**config.mk**
```make
export PLATFORM = sky130hd
export DESIGN_NAME = ovren_regs
export DESIGN_NICKNAME = d
export VERILOG_FILES = /design/src/ovren_pkg.sv /design/src/ovren_group_reg.sv /design/src/ovren_range_apply.sv /design/src/ovren_regs.sv
export SDC_FILE = /design/constraint.sdc
export NUM_CORES = 1
export LEC_CHECK = 0
export ABC_AREA = 1
export BUFFER_PORTS_ARGS = -buffer_cell sky130_fd_sc_hd__buf_4
export CORE_ASPECT_RATIO = 1.4
export CORE_MARGIN = 2
export CORE_UTILIZATION = 41
export DETAILED_ROUTE_END_ITERATION = 12
export GPL_TIMING_DRIVEN = 0
export PLACE_DENSITY_LB_ADDON = 0.3
export SYNTH_ARGS = -nofsm -noshare
export SYNTH_HDL_FRONTEND = slang
export SYNTH_SLANG_ARGS = --single-unit
```
**constraint.sdc**
```tcl
create_clock -name sys_clk_in -period 2.5 [get_ports sys_clk_in]
set_clock_uncertainty 0.15 [all_clocks]
set_input_delay 0.125 -clock sys_clk_in [delete_from_list [all_inputs] [get_ports sys_clk_in]]
set_output_delay 0.125 -clock sys_clk_in [all_outputs]
set_load 0.005 [all_outputs]
```
**src/ovren_pkg.sv**
```systemverilog
// Constants, types and helpers shared by the overrange enable register bank
//------------------------------------------------------------------------------
// How it works
// (RULE1) Bit 15 of a command word is the direction: zero asks to read the register, one asks to write it.
// (RULE2) Bits 14 to 9 carry the register select, 0x0A for the group A register and 0x0B for group B.
// (RULE3) Bit 8 of both enable registers is read-only and always reads as zero.
// (RULE4) Group A bits 7 to 4 add 20% to channels 7 to 4 on top of the range from range register 0x05.
// (RULE5) Group A bits 3 to 0 add 20% to channels 3 to 0 on top of the range from range register 0x04.
// (RULE6) Group B bits 7 to 4 add 20% to channels 7 to 4 on top of the range from range register 0x07.
// (RULE7) Group B bits 3 to 0 add 20% to channels 3 to 0 on top of the range from range register 0x06.
// (RULE8) A channel whose enable bit is zero uses exactly its programmed range with no extension.
// (RULE9) After reset group B reads 0x1600 and group A 0x1400, with every enable bit clear.
// (RULE10) A write changes only the eight enable bits of the addressed register; bit 8 stays zero.
//------------------------------------------------------------------------------
package ovren_pkg;
	localparam int          OVREN_CHANNELS      = 8;
	localparam int          OVREN_AW            = 8;
	localparam logic [5:0]  OVREN_IDX_GRP_A     = 6'h0A;
	localparam logic [5:0]  OVREN_IDX_GRP_B     = 6'h0B;
	localparam logic [5:0]  OVREN_IDX_STATUS    = 6'h0C;
	localparam logic [5:0]  OVREN_SEL_GRP_A     = 6'h0A;
	localparam logic [5:0]  OVREN_SEL_GRP_B     = 6'h0B;
	localparam logic        OVREN_DIR_READ      = 1'h0;
	localparam logic        OVREN_DIR_WRITE     = 1'h1;
	localparam logic [15:0] OVREN_GRP_A_RESET   = 16'h1400;
	localparam logic [15:0] OVREN_GRP_B_RESET   = 16'h1600;
	localparam logic [31:0] OVREN_UNMAPPED_DATA = 32'h0;
	localparam int          OVREN_STAT_MISS_BIT = 16;
	localparam int          OVREN_STAT_RDC_BIT  = 17;

	typedef struct packed {
		logic       dir;
		logic [5:0] sel;
		logic       rsvd;
		logic [7:0] en;
	} ovren_word_type;

	typedef struct packed {
		logic [1:0] range;
		logic       extend;
	} ovren_chan_type;

	function automatic logic [7:0] ovren_ext_bits(input ovren_chan_type [OVREN_CHANNELS-1:0] c);
		logic [7:0] b;
		b = 8'h00;
		for (int i = 0; i < OVREN_CHANNELS; i++)
			b[i] = c[i].extend;
		return b;
	endfunction

	function automatic logic [15:0] ovren_rng_bits(input ovren_chan_type [OVREN_CHANNELS-1:0] c);
		logic [15:0] b;
		b = 16'h0000;
		for (int i = 0; i < OVREN_CHANNELS; i++)
			b[2*i +: 2] = c[i].range;
		return b;
	endfunction
endpackage

```
**src/ovren_group_reg.sv**
```systemverilog
// One channel-group enable register with its command decode
module ovren_group_reg
	import ovren_pkg::*;
#(
	parameter logic [15:0] RESET_WORD = OVREN_GRP_A_RESET
)(
	input  wire logic           clk_in,       // System clock
	input  wire logic           rst_n_in,     // Synchronised reset, active low
	input  wire logic           wr_stb_in,    // Accepted bus write to this slot
	input  ovren_word_type      cmd_in,       // Command word written
	output ovren_word_type      word_out,     // Read-back word
	output logic [7:0]          en_out,       // Channel enables, from register
	output logic                sel_miss_out  // Write with a foreign select
);
	localparam logic [5:0] SEL = RESET_WORD[14:9];

	logic [7:0] en_r;
	logic       hit_w;

	if (RESET_WORD[8] != 1'b0 || RESET_WORD[15] != 1'b0)
	begin : g_bad_reset
		$error("reset word must have bits 15 and 8 clear");
	end

	assign hit_w = wr_stb_in && (cmd_in.dir == OVREN_DIR_WRITE) && (cmd_in.sel == SEL); // see RULE1 see RULE2

	always_ff @(posedge clk_in or negedge rst_n_in)
	begin
		if (!rst_n_in)
			en_r <= RESET_WORD[7:0]; // see RULE9
		else if (hit_w)
			en_r <= cmd_in.en; // see RULE10
	end

	assign en_out       = en_r;
	assign word_out     = '{dir: OVREN_DIR_READ, sel: SEL, rsvd: 1'b0, en: en_r}; // see RULE3
	assign sel_miss_out = wr_stb_in && (cmd_in.dir == OVREN_DIR_WRITE) && (cmd_in.sel != SEL);

	property p_only_hit_changes;
		@(posedge clk_in) disable iff (!rst_n_in) !hit_w |=> en_out == $past(en_out);
	endproperty
	a_only_hit_changes: assert property (p_only_hit_changes) else $error("enables moved without a write"); // see RULE10

	property p_rsvd_zero;
		@(posedge clk_in) disable iff (!rst_n_in) word_out.rsvd == 1'b0 && word_out.sel == SEL;
	endproperty
	a_rsvd_zero: assert property (p_rsvd_zero) else $error("reserved bit or select wrong"); // see RULE3

	property p_reset_value;
		@(posedge clk_in) $rose(rst_n_in) |-> {word_out} == RESET_WORD;
	endproperty
	a_reset_value: assert property (p_reset_value) else $error("reset word wrong"); // see RULE9
endmodule // ovren_group_reg

```
**src/ovren_range_apply.sv**
```systemverilog
// Combines each channel's programmed range with its extension enable
module ovren_range_apply
	import ovren_pkg::*;
#(
	parameter int CHANNELS = OVREN_CHANNELS
)(
	input  wire logic                    clk_in,    // System clock
	input  wire logic                    rst_n_in,  // Synchronised reset, active low
	input  wire logic [2*CHANNELS-1:0]   range_in,  // Programmed range codes
	input  wire logic [CHANNELS-1:0]     en_in,     // Extension enables
	output ovren_chan_type [CHANNELS-1:0] cfg_out   // Effective setting per channel
);
	if (CHANNELS != OVREN_CHANNELS)
	begin : g_bad_channels
		$error("register holds exactly eight channel enables");
	end

	always_ff @(posedge clk_in or negedge rst_n_in)
	begin
		if (!rst_n_in)
			cfg_out <= '0;
		else
			for (int i = 0; i < CHANNELS; i++)
			begin
				cfg_out[i].range  <= range_in[2*i +: 2]; // see RULE8
				cfg_out[i].extend <= en_in[i];
			end
	end

	for (genvar k = 0; k < CHANNELS; k++)
	begin : g_chk
		property p_plain_range;
			@(posedge clk_in) disable iff (!rst_n_in)
			!en_in[k] |=> !cfg_out[k].extend && cfg_out[k].range == $past(range_in[2*k +: 2]);
		endproperty
		a_plain_range: assert property (p_plain_range) else $error("disabled channel not plain"); // see RULE8
	end
endmodule // ovren_range_apply

```
**src/ovren_regs.sv**
```systemverilog
// Avalon-MM register bank holding the per-channel 20% range extension enables
//
// Decided for this implementation: the Avalon-MM interface to the registers.
module ovren_regs
	import ovren_pkg::*;
#(
	parameter int ADDR_W = OVREN_AW
)(
	input  wire logic                 sys_clk_in,          // 50 MHz system clock
	input  wire logic                 rst_n_in,            // Asynchronous reset, active low
	input  wire logic [ADDR_W-1:0]    avs_address_in,      // Byte address
	input  wire logic                 avs_read_in,         // Read request
	input  wire logic                 avs_write_in,        // Write request
	input  wire logic [31:0]          avs_writedata_in,    // Write data
	input  wire logic [3:0]           avs_byteenable_in,   // Byte lanes
	output logic [31:0]               avs_readdata_out,    // Read data, from register
	output logic                      avs_waitrequest_out, // Stall
	input  wire logic [7:0]           range_a_lo_in,       // Group A ch 3..0 range codes
	input  wire logic [7:0]           range_a_hi_in,       // Group A ch 7..4 range codes
	input  wire logic [7:0]           range_b_lo_in,       // Group B ch 3..0 range codes
	input  wire logic [7:0]           range_b_hi_in,       // Group B ch 7..4 range codes
	output ovren_chan_type [7:0]      chan_a_cfg_out,      // Group A effective settings
	output ovren_chan_type [7:0]      chan_b_cfg_out,      // Group B effective settings
	output logic [7:0]                extend_en_a_out,     // Group A enables, from register
	output logic [7:0]                extend_en_b_out      // Group B enables, from register
);
	if (ADDR_W < 8)
	begin : g_bad_addr
		$error("address must reach byte offset 0x30");
	end

	//--------------------------------------------------------------------------
	// Reset release
	//--------------------------------------------------------------------------
	logic rst_meta_r;
	logic rst_n;

	always_ff @(posedge sys_clk_in or negedge rst_n_in)
	begin
		if (!rst_n_in)
		begin
			rst_meta_r <= 1'b0;
			rst_n      <= 1'b0;
		end
		else
		begin
			rst_meta_r <= 1'b1;
			rst_n      <= rst_meta_r;
		end
	end

	//--------------------------------------------------------------------------
	// Address decode
	//--------------------------------------------------------------------------
	logic [5:0]     idx_w;
	logic           aligned_w;
	logic           hit_a_w;
	logic           hit_b_w;
	logic           hit_s_w;
	logic           lanes_ok_w;
	ovren_word_type cmd_w;

	assign idx_w      = avs_address_in[7:2];
	assign aligned_w  = (avs_address_in[1:0] == 2'h0) && ((avs_address_in >> 8) == '0);
	assign hit_a_w    = aligned_w && (idx_w == OVREN_IDX_GRP_A);
	assign hit_b_w    = aligned_w && (idx_w == OVREN_IDX_GRP_B);
	assign hit_s_w    = aligned_w && (idx_w == OVREN_IDX_STATUS);
	assign lanes_ok_w = &avs_byteenable_in[1:0];
	assign cmd_w      = ovren_word_type'(avs_writedata_in[15:0]);

	//--------------------------------------------------------------------------
	// Handshake: one wait state on every access
	//--------------------------------------------------------------------------
	logic busy_w;
	logic ack_r;
	logic wr_go_w;
	logic rd_take_w;

	assign busy_w              = avs_read_in | avs_write_in;
	assign avs_waitrequest_out = busy_w & ~ack_r;
	assign wr_go_w             = avs_write_in & ack_r & lanes_ok_w;
	assign rd_take_w           = avs_read_in & ~ack_r;

	always_ff @(posedge sys_clk_in or negedge rst_n)
	begin
		if (!rst_n)
			ack_r <= 1'b0;
		else
			ack_r <= busy_w & ~ack_r;
	end

	//--------------------------------------------------------------------------
	// Enable registers
	//--------------------------------------------------------------------------
	ovren_word_type word_a_w;
	ovren_word_type word_b_w;
	logic           miss_a_w;
	logic           miss_b_w;

	ovren_group_reg #(
		.RESET_WORD   (OVREN_GRP_A_RESET)
	) u_grp_a (
		.clk_in       (sys_clk_in),
		.rst_n_in     (rst_n),
		.wr_stb_in    (wr_go_w && hit_a_w),
		.cmd_in       (cmd_w),
		.word_out     (word_a_w),
		.en_out       (extend_en_a_out),
		.sel_miss_out (miss_a_w)
	);

	ovren_group_reg #(
		.RESET_WORD   (OVREN_GRP_B_RESET)
	) u_grp_b (
		.clk_in       (sys_clk_in),
		.rst_n_in     (rst_n),
		.wr_stb_in    (wr_go_w && hit_b_w),
		.cmd_in       (cmd_w),
		.word_out     (word_b_w),
		.en_out       (extend_en_b_out),
		.sel_miss_out (miss_b_w)
	);

	//--------------------------------------------------------------------------
	// Command tracking
	//--------------------------------------------------------------------------
	logic       grp_wr_w;
	logic       rd_cmd_w;
	logic       match_w;
	logic [5:0] ptr_r;
	logic       rdc_r;
	logic       miss_r;

	assign grp_wr_w = wr_go_w && (hit_a_w || hit_b_w);
	assign rd_cmd_w = grp_wr_w && (cmd_w.dir == OVREN_DIR_READ); // see RULE1
	assign match_w  = grp_wr_w && !rd_cmd_w && !miss_a_w && !miss_b_w;

	always_ff @(posedge sys_clk_in or negedge rst_n)
	begin
		if (!rst_n)
			ptr_r <= 6'h00;
		else if (rd_cmd_w)
			ptr_r <= cmd_w.sel; // see RULE2
	end

	always_ff @(posedge sys_clk_in or negedge rst_n)
	begin
		if (!rst_n)
			rdc_r <= 1'b0;
		else if (grp_wr_w)
			rdc_r <= rd_cmd_w;
	end

	always_ff @(posedge sys_clk_in or negedge rst_n)
	begin
		if (!rst_n)
			miss_r <= 1'b0;
		else if (miss_a_w || miss_b_w)
			miss_r <= 1'b1;
		else if (match_w)
			miss_r <= 1'b0;
	end

	//--------------------------------------------------------------------------
	// Read-back
	//--------------------------------------------------------------------------
	logic [15:0] ptr_word_w;
	logic [31:0] status_w;
	logic [31:0] rd_val_w;

	always_comb
	begin
		case (ptr_r)
			OVREN_SEL_GRP_A: ptr_word_w = word_a_w;
			OVREN_SEL_GRP_B: ptr_word_w = word_b_w;
			default:         ptr_word_w = 16'h0000;
		endcase
	end

	always_comb
	begin
		status_w                      = 32'h0;
		status_w[15:0]                = ptr_word_w;
		status_w[OVREN_STAT_MISS_BIT] = miss_r;
		status_w[OVREN_STAT_RDC_BIT]  = rdc_r;
	end

	always_comb
	begin
		if (hit_a_w)
			rd_val_w = {16'h0000, word_a_w}; // see RULE3
		else if (hit_b_w)
			rd_val_w = {16'h0000, word_b_w};
		else if (hit_s_w)
			rd_val_w = status_w;
		else
			rd_val_w = OVREN_UNMAPPED_DATA;
	end

	always_ff @(posedge sys_clk_in or negedge rst_n)
	begin
		if (!rst_n)
			avs_readdata_out <= 32'h0;
		else if (rd_take_w)
			avs_readdata_out <= rd_val_w;
	end

	//--------------------------------------------------------------------------
	// Range extension per channel
	//--------------------------------------------------------------------------
	ovren_range_apply #(
		.CHANNELS (OVREN_CHANNELS)
	) u_apply_a (
		.clk_in   (sys_clk_in),
		.rst_n_in (rst_n),
		.range_in ({range_a_hi_in, range_a_lo_in}), // see RULE4 see RULE5
		.en_in    (extend_en_a_out),
		.cfg_out  (chan_a_cfg_out)
	);

	ovren_range_apply #(
		.CHANNELS (OVREN_CHANNELS)
	) u_apply_b (
		.clk_in   (sys_clk_in),
		.rst_n_in (rst_n),
		.range_in ({range_b_hi_in, range_b_lo_in}), // see RULE6 see RULE7
		.en_in    (extend_en_b_out),
		.cfg_out  (chan_b_cfg_out)
	);

	//--------------------------------------------------------------------------
	// Checks
	//--------------------------------------------------------------------------
	logic [7:0]  ext_a_w;
	logic [7:0]  ext_b_w;
	logic [15:0] rng_a_w;
	logic [15:0] rng_b_w;

	assign ext_a_w = ovren_ext_bits(chan_a_cfg_out);
	assign ext_b_w = ovren_ext_bits(chan_b_cfg_out);
	assign rng_a_w = ovren_rng_bits(chan_a_cfg_out);
	assign rng_b_w = ovren_rng_bits(chan_b_cfg_out);

	property p_read_dir_keeps;
		@(posedge sys_clk_in) disable iff (!rst_n)
		wr_go_w && hit_a_w && cmd_w.dir == OVREN_DIR_READ
		|=> extend_en_a_out == $past(extend_en_a_out) ##1 extend_en_a_out == $past(extend_en_a_out, 2);
	endproperty
	a_read_dir_keeps: assert property (p_read_dir_keeps) else $error("read command changed enables"); // see RULE1

	property p_foreign_sel;
		@(posedge sys_clk_in) disable iff (!rst_n)
		wr_go_w && hit_b_w && cmd_w.dir == OVREN_DIR_WRITE && cmd_w.sel != OVREN_SEL_GRP_B
		|=> $stable(extend_en_b_out) && miss_r;
	endproperty
	a_foreign_sel: assert property (p_foreign_sel) else $error("foreign select not refused"); // see RULE2

	property p_rsvd_read;
		@(posedge sys_clk_in) disable iff (!rst_n)
		rd_take_w && (hit_a_w || hit_b_w)
		|=> avs_readdata_out[8] == 1'b0 && avs_readdata_out[31:15] == 17'h0 && !avs_waitrequest_out;
	endproperty
	a_rsvd_read: assert property (p_rsvd_read) else $error("reserved read-back bits not zero"); // see RULE3

	property p_grp_a_hi;
		@(posedge sys_clk_in) disable iff (!rst_n)
		1'b1 |=> ext_a_w[7:4] == $past(extend_en_a_out[7:4]) && rng_a_w[15:8] == $past(range_a_hi_in);
	endproperty
	a_grp_a_hi: assert property (p_grp_a_hi) else $error("group A upper channels wrong"); // see RULE4

	property p_grp_a_lo;
		@(posedge sys_clk_in) disable iff (!rst_n)
		1'b1 |=> ext_a_w[3:0] == $past(extend_en_a_out[3:0]) && rng_a_w[7:0] == $past(range_a_lo_in);
	endproperty
	a_grp_a_lo: assert property (p_grp_a_lo) else $error("group A lower channels wrong"); // see RULE5

	property p_grp_b_hi;
		@(posedge sys_clk_in) disable iff (!rst_n)
		1'b1 |=> ext_b_w[7:4] == $past(extend_en_b_out[7:4]) && rng_b_w[15:8] == $past(range_b_hi_in);
	endproperty
	a_grp_b_hi: assert property (p_grp_b_hi) else $error("group B upper channels wrong"); // see RULE6

	property p_grp_b_lo;
		@(posedge sys_clk_in) disable iff (!rst_n)
		1'b1 |=> ext_b_w[3:0] == $past(extend_en_b_out[3:0]) && rng_b_w[7:0] == $past(range_b_lo_in);
	endproperty
	a_grp_b_lo: assert property (p_grp_b_lo) else $error("group B lower channels wrong"); // see RULE7

	property p_reset_clear;
		@(posedge sys_clk_in) $rose(rst_n) |-> extend_en_a_out == 8'h00 && extend_en_b_out == 8'h00;
	endproperty
	a_reset_clear: assert property (p_reset_clear) else $error("enables not clear after reset"); // see RULE9

	property p_write_lands;
		@(posedge sys_clk_in) disable iff (!rst_n)
		wr_go_w && hit_a_w && cmd_w.dir == OVREN_DIR_WRITE && cmd_w.sel == OVREN_SEL_GRP_A
		|=> extend_en_a_out == $past(cmd_w.en) && word_a_w.rsvd == 1'b0;
	endproperty
	a_write_lands: assert property (p_write_lands) else $error("write did not land"); // see RULE10

	property p_one_wait;
		@(posedge sys_clk_in) disable iff (!rst_n)
		busy_w && !ack_r |-> avs_waitrequest_out ##1 (!avs_waitrequest_out || !busy_w);
	endproperty
	a_one_wait: assert property (p_one_wait) else $error("wait state count wrong");

	property p_lanes_refused;
		@(posedge sys_clk_in) disable iff (!rst_n)
		avs_write_in && ack_r && !lanes_ok_w |=> $stable(extend_en_a_out) && $stable(extend_en_b_out);
	endproperty
	a_lanes_refused: assert property (p_lanes_refused) else $error("partial lane write changed enables"); // see RULE10

	property p_rd_word_a;
		@(posedge sys_clk_in) disable iff (!rst_n)
		rd_take_w && hit_a_w
		|=> avs_readdata_out == {16'h0000, OVREN_DIR_READ, OVREN_SEL_GRP_A, 1'b0, $past(extend_en_a_out)};
	endproperty
	a_rd_word_a: assert property (p_rd_word_a) else $error("group A read-back word wrong"); // see RULE3

	property p_rd_word_b;
		@(posedge sys_clk_in) disable iff (!rst_n)
		rd_take_w && hit_b_w
		|=> avs_readdata_out == {16'h0000, OVREN_DIR_READ, OVREN_SEL_GRP_B, 1'b0, $past(extend_en_b_out)};
	endproperty
	a_rd_word_b: assert property (p_rd_word_b) else $error("group B read-back word wrong"); // see RULE2

	property p_unmapped_zero;
		@(posedge sys_clk_in) disable iff (!rst_n)
		rd_take_w && !hit_a_w && !hit_b_w && !hit_s_w |=> avs_readdata_out == OVREN_UNMAPPED_DATA;
	endproperty
	a_unmapped_zero: assert property (p_unmapped_zero) else $error("unmapped read not zero"); // see RULE2

	property p_ptr_latch;
		@(posedge sys_clk_in) disable iff (!rst_n)
		rd_cmd_w |=> ptr_r == $past(cmd_w.sel) && rdc_r;
	endproperty
	a_ptr_latch: assert property (p_ptr_latch) else $error("read command select not latched"); // see RULE1

	property p_write_lands_b;
		@(posedge sys_clk_in) disable iff (!rst_n)
		wr_go_w && hit_b_w && cmd_w.dir == OVREN_DIR_WRITE && cmd_w.sel == OVREN_SEL_GRP_B
		|=> extend_en_b_out == $past(cmd_w.en) && word_b_w.rsvd == 1'b0;
	endproperty
	a_write_lands_b: assert property (p_write_lands_b) else $error("group B write did not land"); // see RULE10
endmodule // ovren_regs

```
-- Word-level counts from Yosys, hierarchy flattened
Cells that the tools add are included.
- register bits after elaboration: 107
- bits of input ports: 80
- output and inout bits: 97
- logic and storage cells: 87
- equality and inequality tests: 9
- multiplexer cells: 6
- bitwise logic cells: 7
- reductions and logical operators: 24
- operator list (operator ; count):
    $mux 32 ; 2
    $eq 6x4->1 const B ; 7
    $pmux 13 s2 ; 1
    $mux 18 ; 1
    $logic_and 1x1->1 ; 16
    $ne 6x4->1 const B ; 2
    $and 1x1->1 ; 4
    $logic_not 1->1 ; 3
    $logic_not 2->1 ; 1
    $logic_or 1x1->1 ; 2
    $mux 1 ; 2
    $not 1->1 ; 2
    $reduce_and 2->1 ; 1
    $reduce_bool 2->1 ; 1
    $or 1x1->1 ; 1

-- Longest topological paths before layout
- word-level depth: 11
- depth in mapped cells: 9
- mapped depth without buffers: 9

-- Cells and area by module
A second synthesis with hierarchy kept.
- cells, all modules: 454
- area total of the unflattened synthesis: 4195.3 um2
- modules (own cells, without submodules) (module ; instances ; cells an instance ; area each (um2) ; sequential area each (um2)):
    ovren_regs ; 1 ; 281 ; 1934.4 ; 725.7
    ovren_range_apply ; 2 ; 24 ; 600.6 ; 600.6
    ovren_group_reg (u_grp_a) ; 1 ; 64 ; 538.0 ; 200.2
    ovren_group_reg (u_grp_b) ; 1 ; 61 ; 521.8 ; 200.2

-- Worst setup path before layout
OpenSTA, ideal clock, no wires.
- kind: register to register
- from: register ack_r
- to: register u_grp_a.en_r[5] (netlist: u_grp_a.en_out[5])
- setup time: 0.118 ns
- data arrival time: 1.093 ns
- required time: 2.232 ns
- path slack: 1.139 ns
- cell stages (with the launch flop): 7
- buffers on the path: 1
- clock period less this slack: 1.361 ns
- cell sequence: dfrtp_1 > nand4_4 > nor2_4 > nand3b_4 > buf_6 > nand2_2 > o21ai_2
- cells in the longest elaborated chain, start to end: 5
- RTL lines (element ; RTL line ; text):
    start: declaration ; ovren_regs.sv:75 ; logic ack_r;
    start signal: assignment ; ovren_regs.sv:89 ; ack_r <= busy_w & ~ack_r;
    $and 1x1->1 (2 in series) ; ovren_regs.sv:81 ; assign wr_go_w = avs_write_in & ack_r & lanes_ok_w;
    $logic_and 1x1->1 ; ovren_regs.sv:105 ; .wr_stb_in (wr_go_w && hit_a_w),
    $logic_and 1x1->1 (2 in series) ; ovren_group_reg.sv:25 ; assign hit_w = wr_stb_in && (cmd_in.dir == OVREN_DIR_WRITE) && (cmd_in.sel == SEL);
    end signal: assignment ; ovren_group_reg.sv:30 ; en_r <= RESET_WORD[7:0];
    end signal: assignment ; ovren_group_reg.sv:32 ; en_r <= cmd_in.en;
    end: declaration ; ovren_group_reg.sv:17 ; logic [7:0] en_r;
No other way between the ends.
A chain may end at the register's enable or synchronous reset.

-- Final worst setup path
- from: input avs_read_in
- to: output avs_waitrequest_out
- cells in the longest elaborated chain, start to end: 2
- RTL lines (element ; RTL line ; text):
    start: declaration ; ovren_regs.sv:12 ; input wire logic avs_read_in,
    $or 1x1->1 ; ovren_regs.sv:79 ; assign busy_w = avs_read_in | avs_write_in;
    $and 1x1->1 ; ovren_regs.sv:80 ; assign avs_waitrequest_out = busy_w & ~ack_r;
    end: declaration ; ovren_regs.sv:17 ; output logic avs_waitrequest_out,
No other way between the ends.

==> metrics.yaml <==
status: "complete, no violations"
cp-startpoint: "avs_read_in"
cts_tree: "done"
tns_ns: 0
syn_inst: 323
fmax_mhz: 524.9
end_kind: "output port"
ys.warnings.count: 0
io_pins: 177
initial_utilization: 0.4230
dpl.hpwl_microns: 6150
slowest_delay_ns: 0.56
antennaDiodeCount: 0
first_pass_iters: 4
synthTopCellsByArea: "dfrtp_1, nand2_1, nand3_1"
period_minus_slack_ns: 1.905
p_leak_nw: 2.964
areaGrowthSynthToFinish_pct: 59.64
syn-mean-instance-area_sq_um: 10.67
cts-root-buf: "clkbuf_16"
finalPower_mw: 3.080
required_ns: 2.23
synthesis.area_sq_um: 3447
max-slew-margin-rel: 0.6636
drv_slew: 0
antenna_found_initial: 0
grt_pass1_vias: 2896
die_area_sq_um: 9167
fin_ws_ns: 0.5949
netlist.area_leader.share: 0.6316
drcViolationCount: 0
rows: 39
clk_pin_slew_ns: 0.06
grt-ovfl-total: 0
cap_violations: 0
cts-htree-levels: 3
num_vias: 2872
postCtsSetupBuffers: 0
cts_buffer_depth: 2
crit_chain: "dlygate4sd3_1 -> buf_4 -> nor2_1 -> dlygate4sd3_1 -> nor2_1 -> buf_4"
period_share: 0.7620
drive_above_1_share: 0.3864
min_from: "avs_writedata_in[15]"
dp_slack_ns: 0.9886
cts_inserted_buffers: 9
yosysTopAreaCell: "dfrtp_1"
die_y_microns: 112.5
core_sq_um: 8149
critPathMaxFanout: 2
worstMarginPinSlew_ns: 0.5028
finalSetupViolations: 0
vias_per_cell: 4.432
grt_pass1_wl_microns: 13680
ys_types: 26
cpMaxStageDelayCell: "dlygate4sd3_1"
drt-wirelength-per-cell_microns: 13.82
hold_violations: 0
cts_sinks: 87
drt-initial-drc-count: 128
cp_data_arrival_time_ns: 1.63
cp_num_buf_inv: 4
synth-seq-area-share: 0.6316
grt_use_total: 0.1972
rsz0062_at_grt: "no"
utilization: 0.6753
ant_nets: 0
grt_start_max_net_pins: 51
hold_class: "input port to flop"
nFillCells: 637
io_buffer_count: 138
multiInputGateArea_sq_um: 1060
p_per_area_nw_per_um2: 559.7
ir_worst_vdd_mv: 0.3333
critPathKind: "input port to output port"
ys_ff_latch: 87
chipWidth_microns: 81.50
fin_nets: 621
wl_microns: 8954
place.gp.congestion: 0.7687
insertion_delay_ns: 0.33
startpoint_type: "input port"
seqCellArea_sq_um: 2181
critPathTopFamily: "buffers and inverters"
timing.rr.start: "ack_r"
[synthesized netlist by cell type]
library cell and count:
buf_4 22, o21a_1 1, inv_1 21, o21ai_2 16
dfrtp_1 87, conb_1 2, nand3b_1 1, nand4_1 1
clkinv_1 1, buf_6 2, a21oi_1 2, nor2_2 4
nand3b_4 2, nand2_4 1, a31oi_1 1, nor2_1 11
nand2_1 92, nand3_1 39, nor3_1 2, nor2_8 1
nor2_4 4, o21ai_0 2, clkbuf_1 2, nand3_4 1
nand4_4 1, nand2_2 4
[final timing paths]
path	end	slack [ns]	cells past startpoint
max	avs_waitrequest_out	0.59	6
min	ptr_r[3]	0.10	4
max reg2reg	u_grp_b.en_out[7]	0.96	6
min reg2reg	u_apply_b.cfg_out[1]	0.15	0
max in group asynchronous	avs_readdata_out[3]	1.44	1
min in group asynchronous	u_apply_b.cfg_out[1]	0.15	0
[logic make-up (layout without fill, tap and decap cells)]
logic type,after synthesis,after routing,synth area share
flops,87,87,0.6316
buf+inv,48,253,0.08058
compound gates,22,22,0.05045
other cells,2,20,0.002179
simple gates,164,164,0.2352
[area by class of cell]
type	instances	share of cell area
Buffer	26	0.03547
Clock buffer	13	0.04548
Clock inverter	3	0.007731
Inverter	22	0.01501
Multi-Input combinational cell	206	0.1926
Sequential cell	87	0.3963
Tap cell	102	0.02319
Timing Repair Buffer	189	0.2842
[through the flow]
| step | hold slack [ns] | cell area, sq um | cells |
|---|---|---|---|
| after floorplan | -0.3206 | 3516 | 341 |
| after global placement | -0.2425 | 4679 | 581 |
| after detailed placement | -0.2390 | 4710 | 582 |
| after CTS | 0.08743 | 5503 | 648 |
| after global routing | 0.1324 | 5503 | 648 |
| final | 0.1004 | 5503 | 648 |
[what timing repair did]
item | CTS | global route
endpoints found under the setup margin | 0 | 0
gates resized for setup | 0 | 0
hold endpoints to repair | 57 | 0
hold buffers | 50 | 0
[routing by layer]
metal / global-route usage / part of all wire
met5: 0 / 0
met4: 0.09492 / 0.011
met3: 0.02412 / 0.061
met2: 0.3585 / 0.56
met1: 0.2209 / 0.37
[cells in the final DEF (no fill, tap or decap), drive strengths merged, types with 2 or more instances in the layout]
master | Yosys | final
buf | 24 | 163
nand2 | 97 | 97
dfrtp | 87 | 87
dlygate4sd3 | 0 | 50
nand3 | 40 | 40
inv | 21 | 21
conb | 2 | 20
nor2 | 20 | 20
o21ai | 18 | 18
clkbuf | 2 | 15
nand3b | 3 | 3
a21oi | 2 | 2
nor3 | 2 | 2
clkinv | 1 | 2
nand4 | 2 | 2
[worst reg2reg max path: cells and delay by family (launching register included)]
family / cells / cell delay (ns)
AND/OR/NAND/NOR: 4 / 0.63
flip-flops: 1 / 0.41
buffers and inverters: 1 / 0.19
AO/OA/AOI/OAI: 1 / 0.05
[registers in the layout, indices dropped and copies added, names as in the netlist]
signal	cells
avs_readdata_out	12
miss_r	1
rst_meta_r	1
rdc_r	1
u_apply_a.cfg_out	24
ptr_r	6
u_apply_b.cfg_out	24
ack_r	1
u_grp_a.en_out	8
u_grp_b.en_out	8
rst_n	1
[power breakdown]
group	switching, mW	internal [mW]	total [mW]
Combinational	0.116	0.189	0.305
Sequential	0.0254	1.44	1.47
Clock	0.506	0.800	1.31
Note: power is estimated with default switching activity, not from simulation.
